<file path="src/dsas_params.svh">
// constants for the dual-slope converter sequencer
// assumes a single 10 MHz clock domain
`ifndef DSAS_PARAMS_SVH
`define DSAS_PARAMS_SVH
// ----------------------------------------
// phase lengths in clocks
// ----------------------------------------
`define DSAS_PHASE_LONG    16'h2710
`define DSAS_PHASE_SHORT   16'h03e8
`define DSAS_CNT_W         16
// ----------------------------------------
// reset values
// ----------------------------------------
`define DSAS_CNT_RST       16'h0000
`endif

</file>
<file path="src/dsas_pkg.sv">
// types for the dual-slope converter sequencer
// assumes dsas_params.svh is on the include path
package dsas_pkg;
   typedef enum logic [1:0]
   {
      DSAS_AUTO_ZERO = 2'b00,
      DSAS_SIG_INT   = 2'b01,
      DSAS_REF_A     = 2'b10,
      DSAS_REF_B     = 2'b11
   } dsas_phase_type;
endpackage : dsas_pkg

</file>
<file path="src/dsas_sync2.sv">
// two flip-flop synchroniser for one level
// assumes the input is asynchronous to clock
`timescale 1ns/100ps
`default_nettype none
module dsas_sync2
(
   input  wire logic clock,
   input  wire logic rst,
   input  wire logic d,
   output var  logic q
);
   logic s1_reg;
   logic s1_next;
   logic q_next;
   always_comb
   begin
      s1_next = d;
      q_next  = s1_reg;
   end
   always_ff @(posedge clock or posedge rst)
   begin
      if (rst)
      begin
         s1_reg <= 1'b0;
         q      <= 1'b0;
      end
      else
      begin
         s1_reg <= s1_next;
         q      <= q_next;
      end
   end
endmodule : dsas_sync2
`default_nettype wire

</file>
<file path="src/dsas_sequencer.sv">
// digital sequencer of a dual-slope converter: phases, switches, count
// assumes comparator and strap pins are asynchronous, one 10 MHz clock
`timescale 1ns/100ps
`default_nettype none
`include "dsas_params.svh"
module dsas_sequencer
   import dsas_pkg::*;
(
   input  wire logic                   clock,
   input  wire logic                   rst,
   input  wire logic                   comp_in,
   input  wire logic                   range_full,
   input  wire logic                   run_hold,
   output var  logic [5:0]             sw_drive,
   output var  logic                   polarity_pos,
   output var  logic [`DSAS_CNT_W-1:0] result,
   output var  logic                   result_valid,
   output var  logic                   busy,
   output var  logic [1:0]             phase
);
   // ----------------------------------------
   // input synchronisers
   // ----------------------------------------
   logic comp_s;
   logic range_s;
   logic run_s;
   dsas_sync2 u_sync_comp  (.clock(clock), .rst(rst), .d(comp_in),    .q(comp_s));
   dsas_sync2 u_sync_range (.clock(clock), .rst(rst), .d(range_full), .q(range_s));
   dsas_sync2 u_sync_run   (.clock(clock), .rst(rst), .d(run_hold),   .q(run_s));

   // ----------------------------------------
   // state
   // ----------------------------------------
   dsas_phase_type         ph_reg, ph_next;
   logic [`DSAS_CNT_W-1:0] pcnt_reg, pcnt_next;
   logic [`DSAS_CNT_W-1:0] cnt_reg, cnt_next;
   logic [`DSAS_CNT_W-1:0] plen_reg, plen_next;
   logic                   zc_reg, zc_next;
   logic                   pol_reg, pol_next;
   logic                   stop_reg, stop_next;
   logic                   hold_reg, hold_next;
   logic [5:0]             sw_next;
   logic [`DSAS_CNT_W-1:0] res_next;
   logic                   rv_next;
   logic                   busy_next;
   logic                   last;
   logic                   in_ref;

   assign last   = (pcnt_reg == plen_reg - `DSAS_CNT_W'(1));
   assign in_ref = (ph_reg == DSAS_REF_A) || (ph_reg == DSAS_REF_B);

   always_comb
   begin
      ph_next   = ph_reg;
      pcnt_next = pcnt_reg;
      cnt_next  = cnt_reg;
      plen_next = plen_reg;
      zc_next   = comp_s;
      pol_next  = pol_reg;
      stop_next = stop_reg;
      hold_next = hold_reg;
      res_next  = result;
      rv_next   = 1'b0;
      if (hold_reg)
      begin
         if (run_s)
         begin
            hold_next = 1'b0;
            pcnt_next = `DSAS_CNT_RST;
            ph_next   = DSAS_AUTO_ZERO;
            plen_next = range_s ? `DSAS_PHASE_LONG : `DSAS_PHASE_SHORT;
         end
      end
      else
      begin
         if (last)
         begin
            pcnt_next = `DSAS_CNT_RST;
            unique case (ph_reg)
               DSAS_AUTO_ZERO: ph_next = DSAS_SIG_INT;
               DSAS_SIG_INT:
               begin
                  ph_next   = DSAS_REF_A;
                  pol_next  = comp_s;
                  cnt_next  = `DSAS_CNT_RST;
                  stop_next = 1'b0;
               end
               DSAS_REF_A:     ph_next = DSAS_REF_B;
               DSAS_REF_B:
               begin
                  ph_next   = DSAS_AUTO_ZERO;
                  hold_next = ~run_s;
                  plen_next = range_s ? `DSAS_PHASE_LONG : `DSAS_PHASE_SHORT;
               end
            endcase
         end
         else
         begin
            pcnt_next = pcnt_reg + `DSAS_CNT_W'(1);
         end
         if (in_ref && !stop_reg)
         begin
            if (pol_reg != zc_reg)
            begin
               stop_next = 1'b1;
            end
            else if (!(ph_reg == DSAS_REF_A && pcnt_reg == `DSAS_CNT_RST))
            begin
               cnt_next = cnt_reg + `DSAS_CNT_W'(1);
            end
         end
         // take the next count so an overload keeps its last reference clock
         if (last && ph_reg == DSAS_REF_B)
         begin
            res_next = cnt_next;
            rv_next  = 1'b1;
         end
      end
      sw_next = 6'h00;
      unique case (ph_next)
         DSAS_AUTO_ZERO: sw_next = 6'h07;
         DSAS_SIG_INT:   sw_next = 6'h08;
         DSAS_REF_A,
         DSAS_REF_B:     sw_next = pol_next ? 6'h20 : 6'h10;
      endcase
      busy_next = ~hold_next;
   end

   always_ff @(posedge clock or posedge rst)
   begin
      if (rst)
      begin
         ph_reg       <= DSAS_AUTO_ZERO;
         pcnt_reg     <= `DSAS_CNT_RST;
         cnt_reg      <= `DSAS_CNT_RST;
         plen_reg     <= `DSAS_PHASE_LONG;
         zc_reg       <= 1'b0;
         pol_reg      <= 1'b0;
         stop_reg     <= 1'b0;
         hold_reg     <= 1'b0;
         sw_drive     <= 6'h07;
         result       <= `DSAS_CNT_RST;
         result_valid <= 1'b0;
         busy         <= 1'b1;
         phase        <= 2'h0;
      end
      else
      begin
         ph_reg       <= ph_next;
         pcnt_reg     <= pcnt_next;
         cnt_reg      <= cnt_next;
         plen_reg     <= plen_next;
         zc_reg       <= zc_next;
         pol_reg      <= pol_next;
         stop_reg     <= stop_next;
         hold_reg     <= hold_next;
         sw_drive     <= sw_next;
         result       <= res_next;
         result_valid <= rv_next;
         busy         <= busy_next;
         phase        <= ph_next;
      end
   end
   assign polarity_pos = pol_reg;

   // ----------------------------------------
   // checks
   // ----------------------------------------
   a_az_switches: assert property (@(posedge clock) disable iff (rst)
      (phase == 2'h0) |-> (sw_drive == 6'h07)) else $error("auto-zero switches wrong");
   a_si_switches: assert property (@(posedge clock) disable iff (rst)
      (phase == 2'h1) |-> (sw_drive == 6'h08)) else $error("integrate switches wrong");
   a_ref_pos: assert property (@(posedge clock) disable iff (rst)
      (phase[1] && pol_reg) |-> (sw_drive == 6'h20)) else $error("switch six missing");
   a_ref_neg: assert property (@(posedge clock) disable iff (rst)
      (phase[1] && !pol_reg) |-> (sw_drive == 6'h10)) else $error("switch five missing");
   a_phase_order: assert property (@(posedge clock) disable iff (rst)
      (!hold_reg && ph_reg != ph_next) |-> (ph_next == dsas_phase_type'(ph_reg + 2'h1)))
      else $error("phase order broken");
   a_pol_latch: assert property (@(posedge clock) disable iff (rst)
      (ph_reg == DSAS_SIG_INT && last && !hold_reg) |=> (pol_reg == $past(comp_s)))
      else $error("polarity not latched");
   a_pol_hold: assert property (@(posedge clock) disable iff (rst)
      (in_ref && $past(in_ref)) |-> $stable(pol_reg)) else $error("polarity moved");
   a_skip_first: assert property (@(posedge clock) disable iff (rst)
      (ph_reg == DSAS_REF_A && pcnt_reg == `DSAS_CNT_RST) |=> (cnt_reg == `DSAS_CNT_RST))
      else $error("first clock counted");
   a_count_stop: assert property (@(posedge clock) disable iff (rst)
      stop_reg |=> $stable(cnt_reg) || $past(ph_reg == DSAS_SIG_INT))
      else $error("count after stop");
   a_hold_sw: assert property (@(posedge clock) disable iff (rst)
      hold_reg |-> (!busy && sw_drive == 6'h07)) else $error("hold state wrong");
endmodule : dsas_sequencer
`default_nettype wire

</file>
<file path="config.mk">
export PLATFORM = sky130hd
export DESIGN_NAME = dsas_sequencer
export DESIGN_NICKNAME = d
export VERILOG_FILES = /design/src/dsas_pkg.sv /design/src/dsas_sync2.sv /design/src/dsas_sequencer.sv
export VERILOG_INCLUDE_DIRS = /design/src
export SDC_FILE = /design/constraint.sdc
export NUM_CORES = 1
export LEC_CHECK = 0
export BUFFER_PORTS_ARGS = -buffer_cell sky130_fd_sc_hd__buf_2
export CAP_MARGIN = 15
export CORE_UTILIZATION = 59
export DETAILED_ROUTE_END_ITERATION = 6
export PLACE_DENSITY = 0.91
export SYNTH_ARGS = -nofsm -noshare
export SYNTH_HDL_FRONTEND = slang
export SYNTH_HIERARCHICAL = 1
export SYNTH_SLANG_ARGS = --single-unit
</file>
<file path="constraint.sdc">
create_clock -name clock -period 3.5 [get_ports clock]
set_clock_uncertainty 0.2 [all_clocks]
set_input_delay 0.175 -clock clock [delete_from_list [all_inputs] [get_ports clock]]
set_output_delay 0.175 -clock clock [all_outputs]
set_load 0.05 [all_outputs]
</file>
Yosys cells after proc, flatten, opt, wreduce, memory -nomap -nowiden

Index checks and enable logic that the tools add are counted.

Reductions and logical operators: 13
Equal/unequal tests: 9
Bitwise gates (word level): 3
Muxes and demuxes: 32
$add $sub $neg: 3

Operators with widths:

| cell                                                                  | number |
|---|---|
| 16-bit two-way mux                                                    | 12 |
| 16-bit by 1-bit adder with 16-bit output (second input constant)      | 2 |
| 6-bit one-hot mux with 3 select lines                                 | 1 |
| 16-bit == test                                                        | 1 |
| 16-bit zero test                                                      | 1 |
| 16-bit by 1-bit subtractor with 16-bit output (second input constant) | 1 |
| 14-bit two-way mux                                                    | 1 |
| 1-bit two-way mux                                                     | 13 |
| 2-bit == test (second input constant)                                 | 4 |
| 2-bit one-hot mux with 4 select lines                                 | 1 |
| 2-bit two-way mux                                                     | 3 |
| 6-bit two-way mux                                                     | 1 |
| 2-bit by 1-bit == test with 1-bit output (second input constant)      | 2 |
| 2-bit zero test                                                       | 2 |
| 2-bit nonzero test                                                    | 2 |
| 1-bit logical AND                                                     | 3 |
| 1-bit inverter                                                        | 3 |
| 3-bit AND reduction                                                   | 1 |
| 2-bit by 1-bit != test with 1-bit output (second input constant)      | 1 |
| 2-bit AND reduction                                                   | 1 |
| 2-bit OR reduction                                                    | 1 |
| 1-bit zero test                                                       | 1 |
| 1-bit logical OR                                                      | 1 |
| 1-bit != test                                                         | 1 |

Output and inout port bits: 27
Bits in registers: 84

Logic depth before layout (Yosys ltp)

Word-level depth: 7
Depth in mapped cells: 10
Gate-level depth less buffers: 9

Modules after synthesis

The synthesis kept the hierarchy.

Modules (own cells, without submodules):

| module         | cells each | seq. area each (µm²) | times used | area an instance (µm²) |
|---|---|---|---|---|
| dsas_sequencer | 394        | 1,555.2              | 1          | 3,485.8 |
| dsas_sync2     | 3          | 50.0                 | 3          | 53.8 |

Worst setup path after synthesis

OpenSTA, ideal clock, no wires.

Path type: flip-flop to flip-flop
Start: register ph_reg[0]
End: register cnt_reg[5]
Clock period less this slack: 2.689 ns
Buffers on the path: 2
Stages on the path, launching flop included: 11
Data arrival time: 2.357 ns
Library setup time: 0.131 ns
Slack: 0.811 ns
Required time: 3.169 ns
Cells stage by stage: dfrtp_1 > inv_1 > ha_1 > nor4bb_1 > nand4_1 > o21ai_1 > buf_4 > nand3_1 > buf_2 > o211ai_1 > nand3_1

Longest elaborated chain between the ends: 6
Elaborated cells on any way between the ends: 11
Classes of those cells: eq/ne (3); mux (5); reduce/logical (3)

Ends and longest elaborated chain:

| what                                     | RTL line              | text |
|---|---|---|
| start, declared                          | dsas_sequencer.sv:34  | `dsas_phase_type ph_reg, ph_next;` |
| start signal, assigned                   | dsas_sequencer.sv:149 | `ph_reg <= ph_next;` |
| 2-bit by 1-bit == test with 1-bit output | dsas_sequencer.sv:79  | `unique case (ph_reg)` |
| 16-bit two-way mux                       | dsas_sequencer.sv:79  |  |
| 16-bit two-way mux                       | dsas_sequencer.sv:76  | `if (last)` |
| 16-bit two-way mux                       | dsas_sequencer.sv:107 | `` else if (!(ph_reg == DSAS_REF_A && pcnt_reg == `DSAS_CNT_RST)) `` |
| 16-bit two-way mux                       | dsas_sequencer.sv:103 | `if (pol_reg != zc_reg)` |
| 16-bit two-way mux (*)                   | dsas_sequencer.sv:101 | `if (in_ref && !stop_reg)` |
| end signal, assigned                     | dsas_sequencer.sv:135 | `` cnt_reg <= `DSAS_CNT_RST; `` |
| end signal, assigned                     | dsas_sequencer.sv:151 | `cnt_reg <= cnt_next;` |
| end, declared                            | dsas_sequencer.sv:36  | `` logic [`DSAS_CNT_W-1:0] cnt_reg, cnt_next; `` |

Every way passes the cells marked *; elsewhere a longest branch is shown, timed or not.
A chain may end at the register's enable or synchronous reset.

Worst setup path after layout

Start: register plen_reg[10]
End: register cnt_reg[15]

Longest elaborated chain between the ends: 6

Ends and longest elaborated chain:

| what                                              | RTL line              | text |
|---|---|---|
| start, declared                                   | dsas_sequencer.sv:37  | `` logic [`DSAS_CNT_W-1:0] plen_reg, plen_next; `` |
| start signal, assigned                            | dsas_sequencer.sv:136 | `` plen_reg <= `DSAS_PHASE_LONG; `` |
| start signal, assigned                            | dsas_sequencer.sv:152 | `plen_reg <= plen_next;` |
| 16-bit by 1-bit subtractor with 16-bit output (*) | dsas_sequencer.sv:49  | `` assign last = (pcnt_reg == plen_reg - `DSAS_CNT_W'(1)); `` |
| 16-bit == test (*)                                | dsas_sequencer.sv:49  |  |
| 16-bit two-way mux (*)                            | dsas_sequencer.sv:76  |  |
| 16-bit two-way mux                                | dsas_sequencer.sv:107 |  |
| 16-bit two-way mux                                | dsas_sequencer.sv:103 |  |
| 16-bit two-way mux (*)                            | dsas_sequencer.sv:101 |  |

Marks and branches as above.

==> impl_metrics.env <==
export IMPL_status="finished clean"
export IMPL_path_max_fanout=13
export IMPL_multi_input_area_um2=1770
export IMPL_die_w_um=80.6
export IMPL_diodes=0
export IMPL_finalSetupViolCount=0
export IMPL_grt_pass1_wl_mm=14.1
export IMPL_hold_viol_final=0
export IMPL_holdCritPathClass="in -> async"
export IMPL_die_area_um2=6500
export IMPL_tightest_slew_ns=0.640
export IMPL_power_total_mw=1.47
export IMPL_clkLatencyLatePin_ns=0.36
export IMPL_wl_per_cell_um=16.8
export IMPL_ys_warn_count=6
export IMPL_crit_required_ns=3.53
export IMPL_cp_end_kind="register"
export IMPL_io_pin_count=32
export IMPL_powerDensity_nw_per_um2=361
export IMPL_clock_root_buffer="clkbuf_8"
export IMPL_ys_ff_latch=68
export IMPL_grt_usage_pct=28.8
export IMPL_core_area_um2=5960
export IMPL_yosysSeqAreaShare_pct=46.8
export IMPL_seq_power_share_pct=53.8
export IMPL_wirelength_mm=8.61
export IMPL_finalCritPeriodShare_pct=86.3
export IMPL_grt_max_degree=33
export IMPL_ir_worst_vdd_mv=0.267
export IMPL_syn_inst=403
export IMPL_ant_nets=0
export IMPL_die_h_um=80.6
export IMPL_synthDistinctLibCells=56
export IMPL_syn_nets=417
export IMPL_avgSynthCellArea_um2=9.05
export IMPL_gp_congestion=0.882
export IMPL_synth_edf_count=0
export IMPL_stdcell_count=511
export IMPL_fmax_mhz=331
export IMPL_cp_start_kind="register"
export IMPL_slew_headroom_pct=57.3
export IMPL_overflow=0
export IMPL_first_pass_iters=5
export IMPL_area_growth_synth_to_final_pct=11.6
export IMPL_htree_levels=3
export IMPL_seq_area_um2=1710
export IMPL_ys_dominant_reg_cell="dfrtp_1"
export IMPL_placed_cells_incl_taps=491
export IMPL_placementRows=28
export IMPL_start_util_pct=61.2
export IMPL_power_switching_share_pct=23.4
export IMPL_power_share_clock_pct=44.5
export IMPL_p_comb_share_pct=1.7
export IMPL_grt_pass1_vias=3020
export IMPL_p_sw_uw=344
export IMPL_period_minus_slack_ns=3.02
export IMPL_worstRegToRegCells=8
export IMPL_clock_sinks=68
export IMPL_rsz0062_at_grt="no"
export IMPL_cts_tree="done"
export IMPL_yosysTopAreaCell="dfrtp_1"
export IMPL_clk_path_buf_depth=2
export IMPL_max_cap_violations=0
export IMPL_portBuffers=31
export IMPL_cts_repair_resized=0
export IMPL_antenna_found_initial=0
export IMPL_synth_top_area_share_pct=44.6
export IMPL_hpwl_mm=5.94
export IMPL_drtIter0Drc=301
export IMPL_synthArstFlopShare_pct=100
export IMPL_numCtsBuffers=9
export IMPL_clk_pin_slew_worst_paths_ns=0.08
export IMPL_synth_common_cells="dfrtp_1 (65), nand2_1 (43), o21ai_0 (39)"
export IMPL_post_cts_buffers=0
export IMPL_drc_errors=0
export IMPL_via_per_inst=6.28
export IMPL_via_count=3211
export IMPL_total_leakage_power_nw=1.85
export IMPL_yosysMostFrequentCell="dfrtp_1"
export IMPL_ys_top_cells_by_area="dfrtp_1 (45%), o21ai_0 (5.4%), nand2_1 (4.4%)"
export IMPL_criticalPathCategory="reg -> reg"
export IMPL_layout_drive_gt1_share_pct=15.1
export IMPL_slew_violations=0
export IMPL_synth_area_um2=3650
export IMPL_final_net_count=445
export IMPL_fillers=464
export IMPL_p_int_mw=1.13
export IMPL_critPathArrivalTime_ns=3.06
export IMPL_tns_ns=0
-- critical path, cell delays in order (launching register included) --
cell and delay (ns):
dfstp_2 0.57, inv_1 0.05, ha_1 0.28, xor2_1 0.18, nand3_1 0.17, nor4_4 0.52, nand3_1 0.50, nand3_1 0.32
nand3_1 0.10
-- cell type report --
| cell class | instances | area share, % |
|---|---|---|
| clock buffers | 9 | 3.04 |
| clock inverters | 7 | 1.87 |
| inverters | 16 | 1.48 |
| multi-input cells | 295 | 43.5 |
| flip-flops and latches | 68 | 41.9 |
| well taps | 75 | 2.30 |
| repair buffers | 41 | 5.90 |
-- timing repair --
item                                   CTS  global route
hold buffers                             4             0
endpoints found under the hold margin   37             0
setup endpoints to repair                0             0
-- placed cells by master (no fill, tap or decap), types with 3 or more instances in the layout --
master and count:
a21o_1 3, a21oi_1 22, a31oi_1 6, and2_1 6, and3_1 10, buf_2 31
buf_4 6, clkbuf_8 9, dfrtp_1 65, dfstp_2 3, dlygate4sd3_1 4, ha_1 9
inv_1 14, mux2_2 3, mux2i_1 6, nand2_1 43, nand2b_1 3, nand3_1 19
nand3b_1 5, nand4_1 6, nor2_1 37, nor2b_1 3, nor3_1 12, nor4_1 8
o211ai_1 6, o21ai_0 39, o21bai_1 3, or3_1 4, xnor2_1 5, xor2_1 5
-- cell families (layout without fill, tap and decap cells) --
| group | count (synthesis) | in the layout | share of synthesized area (%) |
|---|---|---|---|
| buf+inv | 40 | 73 | 4.67 |
| flops | 68 | 68 | 46.8 |
| xor+xnor | 10 | 10 | 2.40 |
| simple gates | 170 | 170 | 24.3 |
| mux | 10 | 10 | 2.88 |
| compound gates | 96 | 96 | 16.0 |
| fa+ha+maj | 9 | 9 | 3.09 |
-- layer usage --
| layer | track usage (%) | up-vias | wire length, µm |
|---|---|---|---|
| met5 | 0 | - | 0 |
| met1 | 36.6 | 1559 | 3580 |
| met2 | 46.4 | 142 | 4270 |
| li1 | - | 1486 | - |
| met4 | 15.5 | 0 | 219 |
| met3 | 5.23 | 24 | 536 |
-- worst paths after layout --
path                                 endpoint         startpoint  slack (ns)
min in group clock               u_sync_run/q  u_sync_run/q_next        0.16
worst max-delay path              cnt_reg[15]       plen_reg[10]        0.48
max in group asynchronous         sw_drive[2]                rst        1.92
worst min-delay path            u_sync_comp/q                rst        0.06
worst max register to register    cnt_reg[15]       plen_reg[10]        0.48
worst min register to register   u_sync_run/q  u_sync_run/q_next        0.16
-- power by group through the flow --
| stage | clock (mW) | combinational, mW | sequential [mW] |
|---|---|---|---|
| global placement | 0 | 0.0214 | 0.807 |
| global route | 0.694 | 0.0286 | 0.792 |
| floorplan | 0 | 0.0137 | 0.806 |
| detailed placement | 0 | 0.0222 | 0.807 |
| finish | 0.655 | 0.0247 | 0.792 |
| CTS | 0.663 | 0.0256 | 0.792 |
-- through the flow --
stage          util (%)  area [µm²]  setup WS [ns]  hold slack [ns]
6_report           68.4        4070          0.478           0.0593
5_1_grt            68.4        4070          0.270           0.0758
4_1_cts            68.4        4070          0.465           0.0402
3_5_place_dp       64.3        3830          0.517           -0.126
3_3_place_gp       64.3        3830          0.656           -0.138
2_1_floorplan         -        3650          0.811           -0.284
Note: power is estimated with default switching activity, not from simulation.
